<file path="config.mk">
export PLATFORM = sky130hd
export DESIGN_NAME = sps_system_io_pin_select
export DESIGN_NICKNAME = d
export VERILOG_FILES = /design/src/sps_pkg.sv /design/src/sps_system_io_pin_select.sv
export VERILOG_INCLUDE_DIRS = /design/src
export SDC_FILE = /design/constraint.sdc
export NUM_CORES = 1
export LEC_CHECK = 0
export ABC_AREA = 1
export BUFFER_PORTS_ARGS = -buffer_cell sky130_fd_sc_hd__buf_2
export CORE_MARGIN = 2
export CORE_UTILIZATION = 42
export CTS_CLUSTER_DIAMETER = 50
export CTS_CLUSTER_SIZE = 8
export DETAILED_ROUTE_END_ITERATION = 10
export PLACE_DENSITY = 0.69
export SLEW_MARGIN = 10
export SYNTH_ARGS = -nofsm -noshare
export SYNTH_HDL_FRONTEND = slang
export SYNTH_SLANG_ARGS = --single-unit
</file>
<file path="constraint.sdc">
create_clock -name core_clk -period 3.4 [get_ports core_clk]
set_input_delay 0.17 -clock core_clk [delete_from_list [all_inputs] [get_ports core_clk]]
set_output_delay 0.17 -clock core_clk [all_outputs]
set_load 0.1 [all_outputs]
</file>
<file path="src/sps_map.svh">
// Register offsets, field positions, reset values and counts of the pin mux
`ifndef SPS_MAP_SVH
`define SPS_MAP_SVH

// Shared lines, as indices into the per-line vectors
`define SPS_NUM_LINES 5
`define SPS_LN_TDI 0
`define SPS_LN_TDO 1
`define SPS_LN_TMS 2
`define SPS_LN_TCK 3
`define SPS_LN_ERASE 4

// Bit positions in the system I/O select word (1 = general I/O)
`define SPS_SELB_TDI 4
`define SPS_SELB_TDO 5
`define SPS_SELB_TMS 6
`define SPS_SELB_TCK 7
`define SPS_SELB_ERASE 12

// Register byte offsets
`define SPS_OFF_SYSIO 8'h00
`define SPS_OFF_STATUS 8'h04
`define SPS_OFF_PADCFG 8'h10

// Status word fields
`define SPS_ST_SWD 0
`define SPS_ST_BSCAN 1
`define SPS_ST_ERASE 2
`define SPS_ST_PIN_LO 4

// Reset values
`define SPS_SYSIO_RESET 5'h0
`define SPS_PADCFG_RESET 8'h00

// Debug protocol switch sequence
`define SPS_LINE_RESET_BITS 50
`define SPS_SEQ_LEN 16
`define SPS_SEQ_TO_SWD 16'hE79E
`define SPS_SEQ_TO_JTAG 16'hE73C

`endif

</file>
<file path="src/sps_pkg.sv">
// Types shared by the system I/O pin select block
package sps_pkg;

    typedef logic [7:0] sps_addr_t;
    typedef logic [31:0] sps_data_t;

    // Pad settings of one line; all but periph_own apply in every mode
    typedef struct packed {
        logic periph_own;
        logic change_irq;
        logic debounce;
        logic glitch;
        logic open_drain;
        logic schmitt;
        logic pull_down;
        logic pull_up;
    } sps_pad_cfg_s;

    // Switch sequence detector
    typedef enum logic [1:0] {
        SPS_HUNT,
        SPS_COLLECT,
        SPS_TRAIL
    } sps_seq_e;

endpackage

</file>
<file path="src/sps_system_io_pin_select.sv">
// System I/O pin select: debug, erase and general I/O sharing of five pads
`timescale 1ns/1ps
`include "sps_map.svh"

module sps_system_io_pin_select #(
    parameter int N_LINES = `SPS_NUM_LINES,
    parameter int LINE_RESET_BITS = `SPS_LINE_RESET_BITS
) (
    input wire logic core_clk,
    input wire logic reset_n,
    input wire sps_pkg::sps_addr_t reg_addr,
    input wire sps_pkg::sps_data_t reg_wdata,
    input wire logic reg_wr,
    input wire logic reg_rd,
    output sps_pkg::sps_data_t reg_rdata,
    input wire logic [N_LINES-1:0] pad_in,
    output logic [N_LINES-1:0] pad_out,
    output logic [N_LINES-1:0] pad_oe_n,
    output sps_pkg::sps_pad_cfg_s [N_LINES-1:0] pad_cfg,
    input wire logic boundary_scan_select_pin,
    output logic bscan_mode,
    output logic dbg_tck,
    output logic dbg_tms,
    output logic dbg_tdi,
    input wire logic scan_tdo_data,
    input wire logic scan_tdo_en,
    input wire logic swdio_out,
    input wire logic swdio_drive,
    input wire logic async_trace_output,
    output logic swd_active,
    output logic erase_request,
    input wire logic [N_LINES-1:0] port_ctl_out,
    input wire logic [N_LINES-1:0] port_ctl_drive,
    output logic [N_LINES-1:0] port_ctl_in,
    input wire logic [N_LINES-1:0] periph_out,
    input wire logic [N_LINES-1:0] periph_drive,
    output logic [N_LINES-1:0] periph_in
);
    import sps_pkg::*;

    localparam int CW = $clog2(LINE_RESET_BITS + 1);

    // The line mapping below is fixed to five pads
    if (N_LINES != `SPS_NUM_LINES || LINE_RESET_BITS < 2) begin : g_bad
        $error("sps: unsupported parameter values");
    end

    logic rst_meta;
    logic rst_n_sync;
    logic [N_LINES-1:0] pad_meta;
    logic [N_LINES-1:0] pad_sync;
    logic bsel_meta;
    logic bsel_sync;
    logic tck_prev;
    logic tck_rise;
    logic [N_LINES-1:0] sel_reg;
    logic [N_LINES-1:0] sys_mode;
    sps_pad_cfg_s [N_LINES-1:0] cfg_reg;
    logic [7:0] cfg_off;
    logic cfg_hit;
    logic [2:0] cfg_idx;
    sps_data_t rdata_reg;
    sps_data_t rdata_next;
    logic swd_reg;
    sps_seq_e seq_reg;
    logic [CW-1:0] ones_reg;
    logic [`SPS_SEQ_LEN-1:0] shift_reg;
    logic [3:0] bitcnt_reg;
    logic [`SPS_SEQ_LEN-1:0] word_in;
    logic line_reset;
    logic seq_live;
    logic tms_bit;
    logic [N_LINES-1:0] sys_out;
    logic [N_LINES-1:0] sys_drive;

    // Reset release through two flops, assertion stays asynchronous
    always_ff @(posedge core_clk or negedge reset_n) begin
        if (!reset_n) begin
            rst_meta <= 1'b0;
            rst_n_sync <= 1'b0;
        end else begin
            rst_meta <= 1'b1;
            rst_n_sync <= rst_meta;
        end
    end

    // Pad inputs are asynchronous to core_clk
    always_ff @(posedge core_clk or negedge rst_n_sync) begin
        if (!rst_n_sync) begin
            pad_meta <= '0;
            pad_sync <= '0;
            bsel_meta <= 1'b0;
            bsel_sync <= 1'b0;
            tck_prev <= 1'b0;
        end else begin
            pad_meta <= pad_in;
            pad_sync <= pad_meta;
            bsel_meta <= boundary_scan_select_pin;
            bsel_sync <= bsel_meta;
            tck_prev <= pad_sync[`SPS_LN_TCK];
        end
    end

    assign tck_rise = pad_sync[`SPS_LN_TCK] && !tck_prev;
    assign tms_bit = pad_sync[`SPS_LN_TMS];
    // Low pin (pulled down when open) keeps normal debug operation
    assign bscan_mode = bsel_sync;

    // Select word: zero means system function, so reset favours it
    always_ff @(posedge core_clk or negedge rst_n_sync) begin
        if (!rst_n_sync) begin
            sel_reg <= `SPS_SYSIO_RESET;
        end else if (reg_wr && reg_addr == `SPS_OFF_SYSIO) begin
            sel_reg[`SPS_LN_ERASE] <= reg_wdata[`SPS_SELB_ERASE];
            sel_reg[`SPS_LN_TCK] <= reg_wdata[`SPS_SELB_TCK];
            sel_reg[`SPS_LN_TMS] <= reg_wdata[`SPS_SELB_TMS];
            sel_reg[`SPS_LN_TDO] <= reg_wdata[`SPS_SELB_TDO];
            sel_reg[`SPS_LN_TDI] <= reg_wdata[`SPS_SELB_TDI];
        end
    end

    assign sys_mode = ~sel_reg;

    // Pad configuration window decode, one aligned word per line
    assign cfg_off = reg_addr - `SPS_OFF_PADCFG;
    assign cfg_idx = cfg_off[4:2];
    assign cfg_hit = reg_addr >= `SPS_OFF_PADCFG && cfg_off[1:0] == 2'h0
        && cfg_off[7:2] < 6'(N_LINES);

    // Each line keeps its own settings word
    always_ff @(posedge core_clk or negedge rst_n_sync) begin
        if (!rst_n_sync) begin
            for (int i = 0; i < N_LINES; i++) begin
                cfg_reg[i] <= `SPS_PADCFG_RESET;
            end
        end else if (reg_wr && cfg_hit) begin
            cfg_reg[cfg_idx] <= reg_wdata[7:0];
        end
    end

    // Pad settings bypass the mode mux so they hold in debug use too
    assign pad_cfg = cfg_reg;

    // Read data in the cycle after the strobe; unmapped reads give zero
    always_comb begin
        rdata_next = '0;
        if (reg_addr == `SPS_OFF_SYSIO) begin
            rdata_next[`SPS_SELB_ERASE] = sel_reg[`SPS_LN_ERASE];
            rdata_next[`SPS_SELB_TCK] = sel_reg[`SPS_LN_TCK];
            rdata_next[`SPS_SELB_TMS] = sel_reg[`SPS_LN_TMS];
            rdata_next[`SPS_SELB_TDO] = sel_reg[`SPS_LN_TDO];
            rdata_next[`SPS_SELB_TDI] = sel_reg[`SPS_LN_TDI];
        end else if (reg_addr == `SPS_OFF_STATUS) begin
            rdata_next[`SPS_ST_SWD] = swd_reg;
            rdata_next[`SPS_ST_BSCAN] = bsel_sync;
            rdata_next[`SPS_ST_ERASE] = erase_request;
            rdata_next[`SPS_ST_PIN_LO +: N_LINES] = pad_sync;
        end else if (cfg_hit) begin
            rdata_next[7:0] = cfg_reg[cfg_idx];
        end
    end

    always_ff @(posedge core_clk or negedge rst_n_sync) begin
        if (!rst_n_sync) begin
            rdata_reg <= '0;
        end else if (reg_rd) begin
            rdata_reg <= rdata_next;
        end else begin
            rdata_reg <= '0;
        end
    end

    assign reg_rdata = rdata_reg;

    // Detector listens only while the probe pins belong to the debug port
    assign seq_live = sys_mode[`SPS_LN_TCK] && sys_mode[`SPS_LN_TMS]
        && !bsel_sync;
    assign line_reset = ones_reg == CW'(LINE_RESET_BITS);
    assign word_in = {tms_bit, shift_reg[`SPS_SEQ_LEN-1:1]};

    // Run of consecutive high mode bits, cleared while a word is taken in
    always_ff @(posedge core_clk or negedge rst_n_sync) begin
        if (!rst_n_sync) begin
            ones_reg <= '0;
        end else if (!seq_live || seq_reg == SPS_COLLECT) begin
            ones_reg <= '0;
        end else if (tck_rise) begin
            if (!tms_bit) begin
                ones_reg <= '0;
            end else if (!line_reset) begin
                ones_reg <= ones_reg + CW'(1);
            end
        end
    end

    // Line reset, 16-bit word sent first bit first, then another reset
    always_ff @(posedge core_clk or negedge rst_n_sync) begin
        if (!rst_n_sync) begin
            seq_reg <= SPS_HUNT;
            shift_reg <= '0;
            bitcnt_reg <= 4'h0;
        end else if (!seq_live) begin
            seq_reg <= SPS_HUNT;
        end else if (tck_rise) begin
            unique case (seq_reg)
                SPS_HUNT: begin
                    if (!tms_bit && line_reset) begin
                        seq_reg <= SPS_COLLECT;
                        shift_reg <= word_in;
                        bitcnt_reg <= 4'h1;
                    end
                end
                SPS_COLLECT: begin
                    shift_reg <= word_in;
                    bitcnt_reg <= bitcnt_reg + 4'h1;
                    if (bitcnt_reg == 4'hF) begin
                        if (word_in == (swd_reg ? `SPS_SEQ_TO_JTAG
                                                : `SPS_SEQ_TO_SWD)) begin
                            seq_reg <= SPS_TRAIL;
                        end else begin
                            seq_reg <= SPS_HUNT;
                        end
                    end
                end
                SPS_TRAIL: begin
                    if (!tms_bit || ones_reg == CW'(LINE_RESET_BITS - 1)) begin
                        seq_reg <= SPS_HUNT;
                    end
                end
            endcase
        end
    end

    // Protocol flag: scan chain after reset, flips on a whole sequence
    always_ff @(posedge core_clk or negedge rst_n_sync) begin
        if (!rst_n_sync) begin
            swd_reg <= 1'b0;
        end else if (seq_live && tck_rise && seq_reg == SPS_TRAIL && tms_bit
                     && ones_reg == CW'(LINE_RESET_BITS - 1)) begin
            swd_reg <= !swd_reg;
        end
    end

    assign swd_active = swd_reg;

    // Debug inputs read zero when their pin has gone to general I/O
    assign dbg_tck = sys_mode[`SPS_LN_TCK] && pad_sync[`SPS_LN_TCK];
    assign dbg_tms = sys_mode[`SPS_LN_TMS] && pad_sync[`SPS_LN_TMS];
    assign dbg_tdi = sys_mode[`SPS_LN_TDI] && pad_sync[`SPS_LN_TDI];
    assign erase_request = sys_mode[`SPS_LN_ERASE]
        && pad_sync[`SPS_LN_ERASE];

    // System-side drive; clock, data-in and erase pins are inputs only
    always_comb begin
        sys_out = '0;
        sys_drive = '0;
        if (swd_reg) begin
            sys_out[`SPS_LN_TMS] = swdio_out;
            sys_drive[`SPS_LN_TMS] = swdio_drive;
            sys_out[`SPS_LN_TDO] = async_trace_output;
            sys_drive[`SPS_LN_TDO] = 1'b1;
        end else begin
            // Trace never reaches the pin here; the scan data owns it
            sys_out[`SPS_LN_TDO] = scan_tdo_data;
            sys_drive[`SPS_LN_TDO] = scan_tdo_en;
        end
    end

    // Per-line owner: system function, else port controller or peripheral
    for (genvar i = 0; i < N_LINES; i++) begin : g_line
        logic gpio_drive;
        logic gpio_out;
        assign gpio_drive = cfg_reg[i].periph_own ? periph_drive[i]
                                                  : port_ctl_drive[i];
        assign gpio_out = cfg_reg[i].periph_own ? periph_out[i]
                                                : port_ctl_out[i];
        assign pad_out[i] = sys_mode[i] ? sys_out[i] : gpio_out;
        assign pad_oe_n[i] = sys_mode[i] ? !sys_drive[i] : !gpio_drive;
        assign port_ctl_in[i] = pad_sync[i];
        assign periph_in[i] = !sys_mode[i] && cfg_reg[i].periph_own
            && pad_sync[i];
    end
endmodule // sps_system_io_pin_select

</file>
# Yosys cells after proc, flatten, opt, wreduce, memory -nomap -nowiden
# Cells that the tools add are included.
# totals
input_bits	75
output_inout_bits	98
ff_bits	121
# classes
reduce_logical	54
n_addsub	3
magnitude_cmp	4
bitwise_logic	1
eq_ne	13
n_mux	55
# op_table
op	n
40-bit bitwise mux	1
8-bit 2-to-1 mux	4
16-bit one-hot mux with 2 select lines	1
1-bit 2-to-1 mux	28
1-bit logical AND	27
8-bit binary-select mux with 3-bit select	1
8-bit demux with 3-bit select	1
6-bit 2-to-1 mux	4
1-bit zero test	17
16-bit equality test	1
16-bit 2-to-1 mux	1
4-bit 2-to-1 mux	4
13-bit 2-to-1 mux	1
6-bit equality test (second input constant)	2
2-bit 2-to-1 mux	6
8-bit by 3-bit equality test with 1-bit output (second input constant)	1
8-bit by 5-bit greater-or-equal comparator with 1-bit output (second input constant)	1
8-bit zero test	1
4-bit one-hot mux with 2 select lines	1
4-bit AND reduction	2
8-bit by 5-bit subtractor with 8-bit output (second input constant)	1
6-bit by 1-bit adder with 6-bit output (second input constant)	1
6-bit by 3-bit < comparator with 1-bit output (second input constant)	1
3-bit by 2-bit inequality test with 1-bit output (second input constant)	2
other kinds (15)	20

# Logic depth before layout (Yosys ltp)
# Gate-level depths: netlist of the first run.
# depth
word_depth	8
mapped_depth	12

# Worst setup path before layout of the first run
# OpenSTA, ideal clock, no wires.
# synth_timing
path_type	reg-to-output
startpoint	register swd_reg (netlist: swd_active)
endpoint	output port pad_oe_n[1]
stages_incl_launch_ff	3
path_slack_ps	-87
arrival_time_ps	3317
t_required_ps	3230
cell_sequence	dfrtp_1 > clkbuf_1 > o31ai_1
# synth_between
elab_chain_cells	3
# synth_lines
item	line	rtl
start, declared	sps_system_io_pin_select.sv:64	logic swd_reg;
start signal, assigned	sps_system_io_pin_select.sv:240	swd_reg <= !swd_reg;
1-bit 2-to-1 mux	sps_system_io_pin_select.sv:257	if (swd_reg) begin
1-bit zero test	sps_system_io_pin_select.sv:278	assign pad_oe_n[i] = sys_mode[i] ? !sys_drive[i] : !gpio_drive;
1-bit 2-to-1 mux	sps_system_io_pin_select.sv:278	
end, declared	sps_system_io_pin_select.sv:18	output logic [N_LINES-1:0] pad_oe_n,
# Every way passes these cells.

# Worst setup path in the final report of the first run
# layout_timing
startpoint	input port reg_addr[4]
endpoint	register cfg_reg, in the netlist pad_cfg[17]
# layout_between
elab_chain_cells	6
word_cells_on_any_way	12
# layout_lines
item	line	rtl
start, declared	sps_system_io_pin_select.sv:11	input wire sps_pkg::sps_addr_t reg_addr,
8-bit by 5-bit subtractor with 8-bit output (no source line)	n/a	
3-bit by 4-bit < comparator with 1-bit output (implied by the code) or 3-bit by 1-bit greater-or-equal comparator with 1-bit output (tied branches)	sps_system_io_pin_select.sv:137	cfg_reg[cfg_idx] <= reg_wdata[7:0];
1-bit logical AND (implied by the code)	sps_system_io_pin_select.sv:137	
8-bit 2-to-1 mux (implied by the code)	sps_system_io_pin_select.sv:137	
8-bit demux with 3-bit select	sps_system_io_pin_select.sv:137	
40-bit bitwise mux	sps_system_io_pin_select.sv:137	
end signal, assigned by index	sps_system_io_pin_select.sv:134	cfg_reg[i] <= `SPS_PADCFG_RESET;
end signal, assigned by index	sps_system_io_pin_select.sv:137	
end, declared	sps_system_io_pin_select.sv:58	sps_pad_cfg_s [N_LINES-1:0] cfg_reg;
# Several ways; a longest one is shown, not always the timed one.
# A chain may end at the register's enable or synchronous reset.

==> flow_metrics.tcl, run 1 <==
set metrics [dict create \
    syn_avg_cell_area_sq_um 7.641 \
    diodes 0 \
    grt_pass1_wl_mm 22.47 \
    drt_pass1_iterations 5 \
    peakVddDrop_v 0.0002275 \
    avgViaCountPerCell 4.978 \
    clock-sinks 98 \
    antenna_found_initial 0 \
    yosysWarnings 0 \
    grt_pass1_vias 4381 \
    dieArea_sq_um 12960 \
    core_sq_um 11910 \
    final_common_cell "nand2_1" \
    drive_above_1_share 0.1995 \
    dr.first_iter.drc_count 291 \
    p_leak_uw 0.003403 \
    ant_nets 0 \
    wirelength_mm 13.73 \
    clock_latency_ns 0.35 \
    nets 883 \
    grt_max_degree 59 \
    worstMarginPinSlew_ns 0.7185 \
    ioPinCount 173 \
    route.detailed.drc 0 \
    pwr_density_cell_nw_per_um2 487.8 \
    final_area_sq_um 6141 \
    final_util 0.5155 \
    start_util 0.4253 \
    ys_ff_latch 98 \
    rows 40 \
    dieWidth_microns 113.8 \
    dpl.hpwl_mm 10.37 \
    gp_congestion 0.8680 \
    crit_required_ns 3.64 \
    max-slew-margin-rel 0.5210 \
    crit_type "in -> reg" \
    tns_ns 0 \
    hold_ws_ns 0.08088 \
    finalSetupViolCount 0 \
    ys_types 33 \
    hold_path_class "in -> reg" \
    clk_pin_slew_worst_paths_ns 0.07 \
    vias 4724 \
    final_cell_mix "nand2_1, buf_2, dfrtp_1, nand3_1, inv_1" \
    synth_area_leaders "dfrtp_1, nand2_1, nand3_1" \
    areaGrowthSynthToFinish_pct 21.22 \
    htree_levels 3 \
    cts_buffers 9 \
    outcome "finished, final reports clean" \
    routedWlPerCell_microns 14.47 \
    grt_use_total 0.2227 \
    fin_worst_skew_ns 0.006156 \
    drv_cap 0 \
    start_kind "input port" \
    rsz0062_at_grt "false" \
    maxSlewViolCount 0 \
    fp.dieH_microns 113.8 \
    globalRoute.totalOverflow 0 \
    largest_reg_flops 40 \
    postSynthCellCount 663 \
    cts_root_buffer "clkbuf_16" \
    yosysTopAreaCell "dfrtp_1" \
    syn_area_sq_um 5066 \
    arrival_ns 2.38 \
    port_buffers 127 \
    clk_path_buf_depth 2 \
    place_area_sq_um 5766 \
    endpoint_kind "flop" \
    seq_area_frac_synth 0.4841 \
    fmax_mhz 467.0 \
    post-route-period-util 0.6298 \
    yosysTopAreaCellShare 0.4841 \
    hold_viol 0 \
    cts_tree "yes" \
    crit_fanout 21 \
    post-route-min-period_ns 2.141 \
]
area by class of cell:
class | instances | area (sq um)
clock buffer | 13 | 270.3
clock inverter | 2 | 35.03
multi-input combinational | 483 | 2197
fill | 1181 | 5771
timing repair buffer | 140 | 750.7
tap | 147 | 183.9
inverter | 66 | 247.7
sequential | 98 | 2456
stage by stage:
| stage | cells | worst slack (ns) | power (uW) |
|---|---|---|---|
| after floorplan | 684 | -0.008289 | 1839 |
| after global placement | 927 | 0.9264 | 1949 |
| after detailed placement | 927 | 0.9317 | 1952 |
| after CTS | 949 | 1.284 | 3016 |
| after global routing | 949 | 0.9673 | 3113 |
| final | 949 | 1.259 | 2996 |
report_power, final:
| group | internal [uW] | total (uW) | switching, uW | leakage, uW |
|---|---|---|---|---|
| registers | 1210 | 1260 | 52.0 | 0.00130 |
| logic | 100 | 678 | 578 | 0.00195 |
| clock network | 626 | 1060 | 434 | 0.000152 |
| total | 1930 | 3000 | 1060 | 0.00340 |
Yosys cell counts (all sizes together):
cell	n
nand2	226
dfrtp	98
nand3	73
nor2	69
inv	66
buf	36
o21ai	29
a21oi	21
nor3	12
ha	10
nand4	4
xor2	3
conb	2
nand3b	2
o22ai	2
o31ai	2
a211oi	1
a21boi	1
a22oi	1
a31oi	1
clkbuf	1
mux2i	1
nor3b	1
o211ai	1
critical path, stage by stage:
cell     delay (ns)
buf_2          0.30
inv_1          0.20
ha_1           0.35
inv_1          0.04
nor2_1         0.09
nand2_1        0.05
nor2_1         0.12
nand2_1        0.11
nor2_4         0.40
nand2_1        0.32
nand2_1        0.14
nand2_1        0.06
metal layers:
layer	wire length [microns]	track usage	up-vias
li1	-	-	2328
met1	6410	0.3246	2220
met2	6279	0.3405	160
met3	804	0.03507	16
met4	237	0.07480	0
met5	0	0	-
path summary, 6_finish.rpt:
check                         startpoint              to  slack (ns)  cells after the start
max                          reg_addr[4]     pad_cfg[17]        1.26                     12
min                        reg_wdata[12]      sel_reg[4]        0.08                      3
max reg2reg                   sel_reg[3]   shift_reg[12]        1.52                      8
min reg2reg                  pad_meta[1]  port_ctl_in[1]        0.35                      0
max in group asynchronous     rst_n_sync       bsel_meta        2.25                      1
min in group asynchronous        reset_n        rst_meta        0.12                      2
logic make-up (layout without fill, tap and decap cells):
logic type | after synthesis | in the layout | synth area share
simple gates | 387 | 387 | 0.3188
xor+xnor | 3 | 3 | 0.005187
buf+inv | 103 | 221 | 0.1008
compound gates | 59 | 59 | 0.06298
other cells | 2 | 23 | 0.001482
flops | 98 | 98 | 0.4841
fa+ha+maj | 10 | 10 | 0.02470
mux | 1 | 1 | 0.001976
timing repair:
action / in CTS / in global routing
hold buffers: 7 / 0
resized for setup: 0 / 0
setup buffers: 0 / 0
hold endpoints to repair: 8 / 0
(Power assumes the default switching activity.)
==> inputs of run 2 (changes only) <==
--- a/config.mk
+++ b/config.mk
@@ -13,7 +13,7 @@
 export CTS_CLUSTER_DIAMETER = 50
 export CTS_CLUSTER_SIZE = 8
 export DETAILED_ROUTE_END_ITERATION = 10
-export PLACE_DENSITY = 0.69
+export PLACE_DENSITY = 0.71
 export SLEW_MARGIN = 10
 export SYNTH_ARGS = -nofsm -noshare
 export SYNTH_HDL_FRONTEND = slang
==> constraint.sdc (replaced) <==
create_clock -name core_clk -period 1.8 [get_ports core_clk]
set_input_delay 0.09 -clock core_clk [delete_from_list [all_inputs] [get_ports core_clk]]
set_output_delay 0.09 -clock core_clk [all_outputs]
set_load 0.1 [all_outputs]
==> flow_metrics.tcl, run 2 (synthesis gave the netlist of run 1 again) <==
set metrics [dict create \
    slowest_stage "dfrtp_2" \
    hold_ws_ns 0.007988 \
    fmax_mhz 589.7 \
    crit_type "reg -> out" \
    avgViaCountPerCell 4.964 \
    post-route-period-util 0.9421 \
    rsz0062_at_grt "true" \
    ioPinCount 173 \
    seqCellArea_sq_um 2470 \
    crit_fanout 9 \
    post-route-min-period_ns 1.696 \
    globalRoute.totalOverflow 0 \
    grt_pass1_wl_mm 22.94 \
    fin_worst_skew_ns 0.007530 \
    largest_reg_flops 40 \
    drv_cap 0 \
    grt_use_total 0.2255 \
    cts_setup_buffers 0 \
    nFillCells 1149 \
    pwr_density_cell_nw_per_um2 892.5 \
    fp.dieH_microns 113.8 \
    critical_path_buf_inv_count 2 \
    max-slew-margin-rel 0.5954 \
    total_power_uw 5794 \
    areaGrowthSynthToFinish_pct 28.13 \
    nets 903 \
    crit_required_ns 1.71 \
    antenna_found_initial 0 \
    routedWlPerCell_microns 14.41 \
    dieWidth_microns 113.8 \
    port_buffers 127 \
    start_util 0.4253 \
    cts_tree "yes" \
    dieArea_sq_um 12960 \
    core_sq_um 11910 \
    hold_viol 0 \
    diodes 0 \
    worstMarginPinSlew_ns 0.6046 \
    arrival_ns 1.61 \
    clk_path_buf_depth 2 \
    dp_cells 947 \
    dpl.hpwl_mm 10.57 \
    clock_latency_ns 0.35 \
    ant_nets 0 \
    rows 40 \
    peakVddDrop_v 0.0004999 \
    grt_max_degree 40 \
    cp_top_family "flip-flops" \
    multi_input_area_sq_um 2331 \
    p_leak_uw 0.003523 \
    wirelength_mm 13.97 \
    final_common_cell "nand2_1" \
    clk_pin_slew_worst_paths_ns 0.07 \
    vias 4815 \
    final_cell_mix "nand2_1, buf_2, dfrtp_1, nand3_1, inv_1" \
    htree_levels 3 \
    drt_pass1_iterations 5 \
    maxSlewViolCount 0 \
    cts_root_buffer "clkbuf_16" \
    route.detailed.drc 0 \
    clock-sinks 98 \
    cts_buffers 9 \
    finalSetupViolCount 0 \
    endpoint_kind "output pin" \
    start_kind "flop" \
    crit_path_cell_trace "inv_1, o21ai_1, o22ai_4, clkbuf_4" \
    layoutNonFillerInstCount 970 \
    max_stage_delay_ns 0.52 \
    dr.first_iter.drc_count 343 \
    gp_congestion 0.8700 \
    outcome "finished, final reports clean" \
    grt_pass1_vias 4613 \
    drive_above_1_share 0.2600 \
    hold_path_class "in -> reg" \
]
## run 2: cell count changes in the layout (fill, tap and decap cells not counted), sizes merged
cell / change
bufinv: +1
buf: +18
clkinvlp: +2
clkinv: +2
clkbuf: -2
## run 2: path summary, 6_finish.rpt
path	from	end	slack (ns)	depth (start not counted)
worst min register to register	rst_n_sync	pad_meta[1]	0.25	0
min in group asynchronous	reset_n	rst_meta	0.05	2
worst max-delay path	swd_active	pad_out[1]	0.10	4
max in group asynchronous	rst_n_sync	pad_cfg[7]	1.02	1
worst min-delay path	reg_wdata[12]	sel_reg[4]	0.008	3
worst max register to register	bscan_mode	shift_reg[1]	0.22	7
## run 2: per-layer routing
metal,GRT usage,vias up,share of wire
met5,0,-,0
met4,0.05447,0,0.011
met3,0.04463,10,0.065
met2,0.3641,156,0.46
met1,0.3154,2284,0.46
li1,-,2365,-
## run 2: layout make-up
cell class              count  share of cell area
clock inverters             7             0.01446
repair buffers            160              0.1448
multi-input cells         483              0.3591
flip-flops and latches     98              0.3805
inverters                  66             0.03817
clock buffers               9             0.03470
well taps                 147             0.02833
## run 2: power breakdown
group | switching (uW) | internal [uW] | leakage (uW)
Clock | 844 | 1210 | 0.000151
Sequential | 83.4 | 2280 | 0.00129
Combinational | 1140 | 234 | 0.00208
Total | 2070 | 3730 | 0.00352
## run 2: timing repair
action / CTS / global route
hold buffers: 7 / 0
endpoints found under the setup margin: 3 / 4
hold endpoints to repair: 8 / 0
gates resized for setup: 3 / 3
## run 2: worst register-to-register path, cell delays in order (launching register included)
cell and delay [ns]:
dfrtp_2 0.43, nor2_1 0.11, nand2_1 0.15, nor2_1 0.26
o211ai_2 0.16, buf_4 0.21, nand2_1 0.06, o21ai_0 0.07
## run 2: per-stage QoR
stage               worst slack (ns)    TNS, ns  area, sq um  utilization
finish                        0.1043          0         6491       0.5450
floorplan                    -0.6081    -0.6081         5309            -
CTS                         0.007313          0         6482       0.5442
detailed placement          -0.04023    -0.3388         6088       0.5111
global placement             0.01888          0         6088       0.5111
global route               -0.005057  -0.006832         6491       0.5450
==> inputs of run 3 (changes only) <==
--- a/config.mk
+++ b/config.mk
@@ -13,7 +13,7 @@
 export CTS_CLUSTER_DIAMETER = 50
 export CTS_CLUSTER_SIZE = 8
 export DETAILED_ROUTE_END_ITERATION = 10
-export PLACE_DENSITY = 0.71
+export PLACE_DENSITY = 0.69
 export SLEW_MARGIN = 10
 export SYNTH_ARGS = -nofsm -noshare
 export SYNTH_HDL_FRONTEND = slang
==> constraint.sdc (replaced) <==
create_clock -name core_clk -period 1.64 [get_ports core_clk]
set_input_delay 0.082 -clock core_clk [delete_from_list [all_inputs] [get_ports core_clk]]
set_output_delay 0.082 -clock core_clk [all_outputs]
set_load 0.1 [all_outputs]
==> flow_metrics.tcl, run 3 (synthesis gave the netlist of run 1 again) <==
set metrics [dict create \
    p_leak_uw 0.003631 \
    crit_type "reg -> out" \
    hold_viol 0 \
    antenna_found_initial 0 \
    start_kind "flop" \
    hold_ws_ns 0.03426 \
    final_common_cell "nand2_1" \
    rsz0062_at_grt "true" \
    fp.dieH_microns 113.8 \
    largest_reg_flops 40 \
    grt_pass1_vias 4653 \
    routedWlPerCell_microns 14.86 \
    maxSlewViolCount 0 \
    ant_nets 0 \
    vias 4978 \
    drv_cap 0 \
    outcome "finished, final reports clean" \
    nets 919 \
    clock-sinks 98 \
    post-route-period-util 0.9731 \
    cp-endpoint "pad_out[2]" \
    worstMarginPinSlew_ns 0.5255 \
    post-route-min-period_ns 1.596 \
    route.detailed.drc 0 \
    cts_buffers 9 \
    port_buffers 127 \
    nFillCells 1076 \
    worstRegToRegCells 7 \
    gp_congestion 0.8926 \
    dieArea_sq_um 12960 \
    peakVddDrop_v 0.0005707 \
    grt_max_degree 54 \
    globalRoute.totalOverflow 0 \
    start_util 0.4253 \
    final_cell_mix "nand2_1, buf_2, dfrtp_1, nand3_1, nor2_1" \
    reg2reg_from "bscan_mode" \
    cts_root_buffer "clkbuf_16" \
    diodes 0 \
    grt_use_total 0.2287 \
    core_sq_um 11910 \
    r2r_setup_slack_ns 0.09 \
    ioPinCount 173 \
    max-slew-margin-rel 0.6521 \
    pwr_density_cell_nw_per_um2 959.9 \
    arrival_ns 1.51 \
    htree_levels 3 \
    fin_worst_skew_ns 0.007069 \
    drt_pass1_iterations 5 \
    fmax_mhz 626.6 \
    total_power_uw 6531 \
    dr.first_iter.drc_count 325 \
    final_util 0.5712 \
    areaGrowthSynthToFinish_pct 34.30 \
    wirelength_mm 14.65 \
    drive_above_1_share 0.2884 \
    crit_required_ns 1.56 \
    crit_start "pad_cfg[23]" \
    dieWidth_microns 113.8 \
    min_path_cells 3 \
    cts_tree "yes" \
    rows 40 \
    grt_pass1_wl_mm 23.15 \
    clk_pin_slew_worst_paths_ns 0.07 \
    hold_path_class "in -> reg" \
    clock_latency_ns 0.35 \
    clk_path_buf_depth 2 \
    dpl.hpwl_mm 11.09 \
    r2r-end "shift_reg[11]" \
    finalSetupViolCount 0 \
    avgViaCountPerCell 5.049 \
    crit_fanout 6 \
    endpoint_kind "output pin" \
]
==> run 3: changes by cell type in the layout (fill, tap and decap cells not counted), sizes merged <==
cell         delta
buf            +15
clkbuf          +3
clkinv          -2
clkinvlp        -1
dlygate4sd3     +1
==> run 3: worst min-delay path by stage <==
stage                             from  slack, ns     endpoint
after CTS                 reg_wdata[1]       0.03  pad_cfg[33]
after detailed placement       reset_n      -0.13     rst_meta
after global placement         reset_n      -0.13     rst_meta
after global routing           reset_n       0.04   rst_n_sync
final                     reg_wdata[1]       0.03  pad_cfg[33]
after floorplan                reset_n      -0.21     rst_meta
==> run 3: final cells by class <==
class                   count  area, sq um  area share
flip-flops and latches     98         2482      0.3648
multi-input cells         483         2402      0.3531
repair buffers            176         1149      0.1688
clock buffers              12        256.5     0.03770
inverters                  66        256.5     0.03770
well taps                 147        183.9     0.02703
clock inverters             4        73.82     0.01085
==> run 3: report_power, final <==
| part | leakage (uW) | internal, uW | switching, uW |
|---|---|---|---|
| Combinational | 0.00218 | 310 | 1280 |
| Clock | 0.000163 | 1420 | 921 |
| Sequential | 0.00129 | 2500 | 94.9 |
==> run 3: metrics by stage <==
stage | setup TNS [ns] | instance area, sq um | std cells | setup WS, ns
6_report | 0 | 6804 | 986 | 0.04408
5_1_grt | -0.4757 | 6804 | 986 | -0.05269
4_1_cts | 0 | 6713 | 979 | 0.001632
3_5_place_dp | -4.940 | 6281 | 955 | -0.1695
3_3_place_gp | -2.605 | 6281 | 955 | -0.08722
2_1_floorplan | -0.4035 | 5379 | 684 | -0.09959
==> run 3: per-layer routing <==
layer  global-route usage  share of wire
met4              0.07886          0.024
met1               0.3133           0.44
met5                    0              0
met2               0.3645           0.45
met3              0.04570          0.077
==> run 3: worst max-delay path, stage by stage (launching register included) <==
cell     delay (ns)
dfrtp_4        0.53
inv_2          0.11
o21ai_0        0.13
o21ai_4        0.19
buf_12         0.19
==> run 3: repair_timing <==
action / in CTS / in global routing
gates resized for setup: 9 / 14
buffers inserted: 0 / 7
hold endpoints to repair: 9 / 0
endpoints found under the setup margin: 11 / 61
pin swaps: 0 / 1
hold buffers: 8 / 0
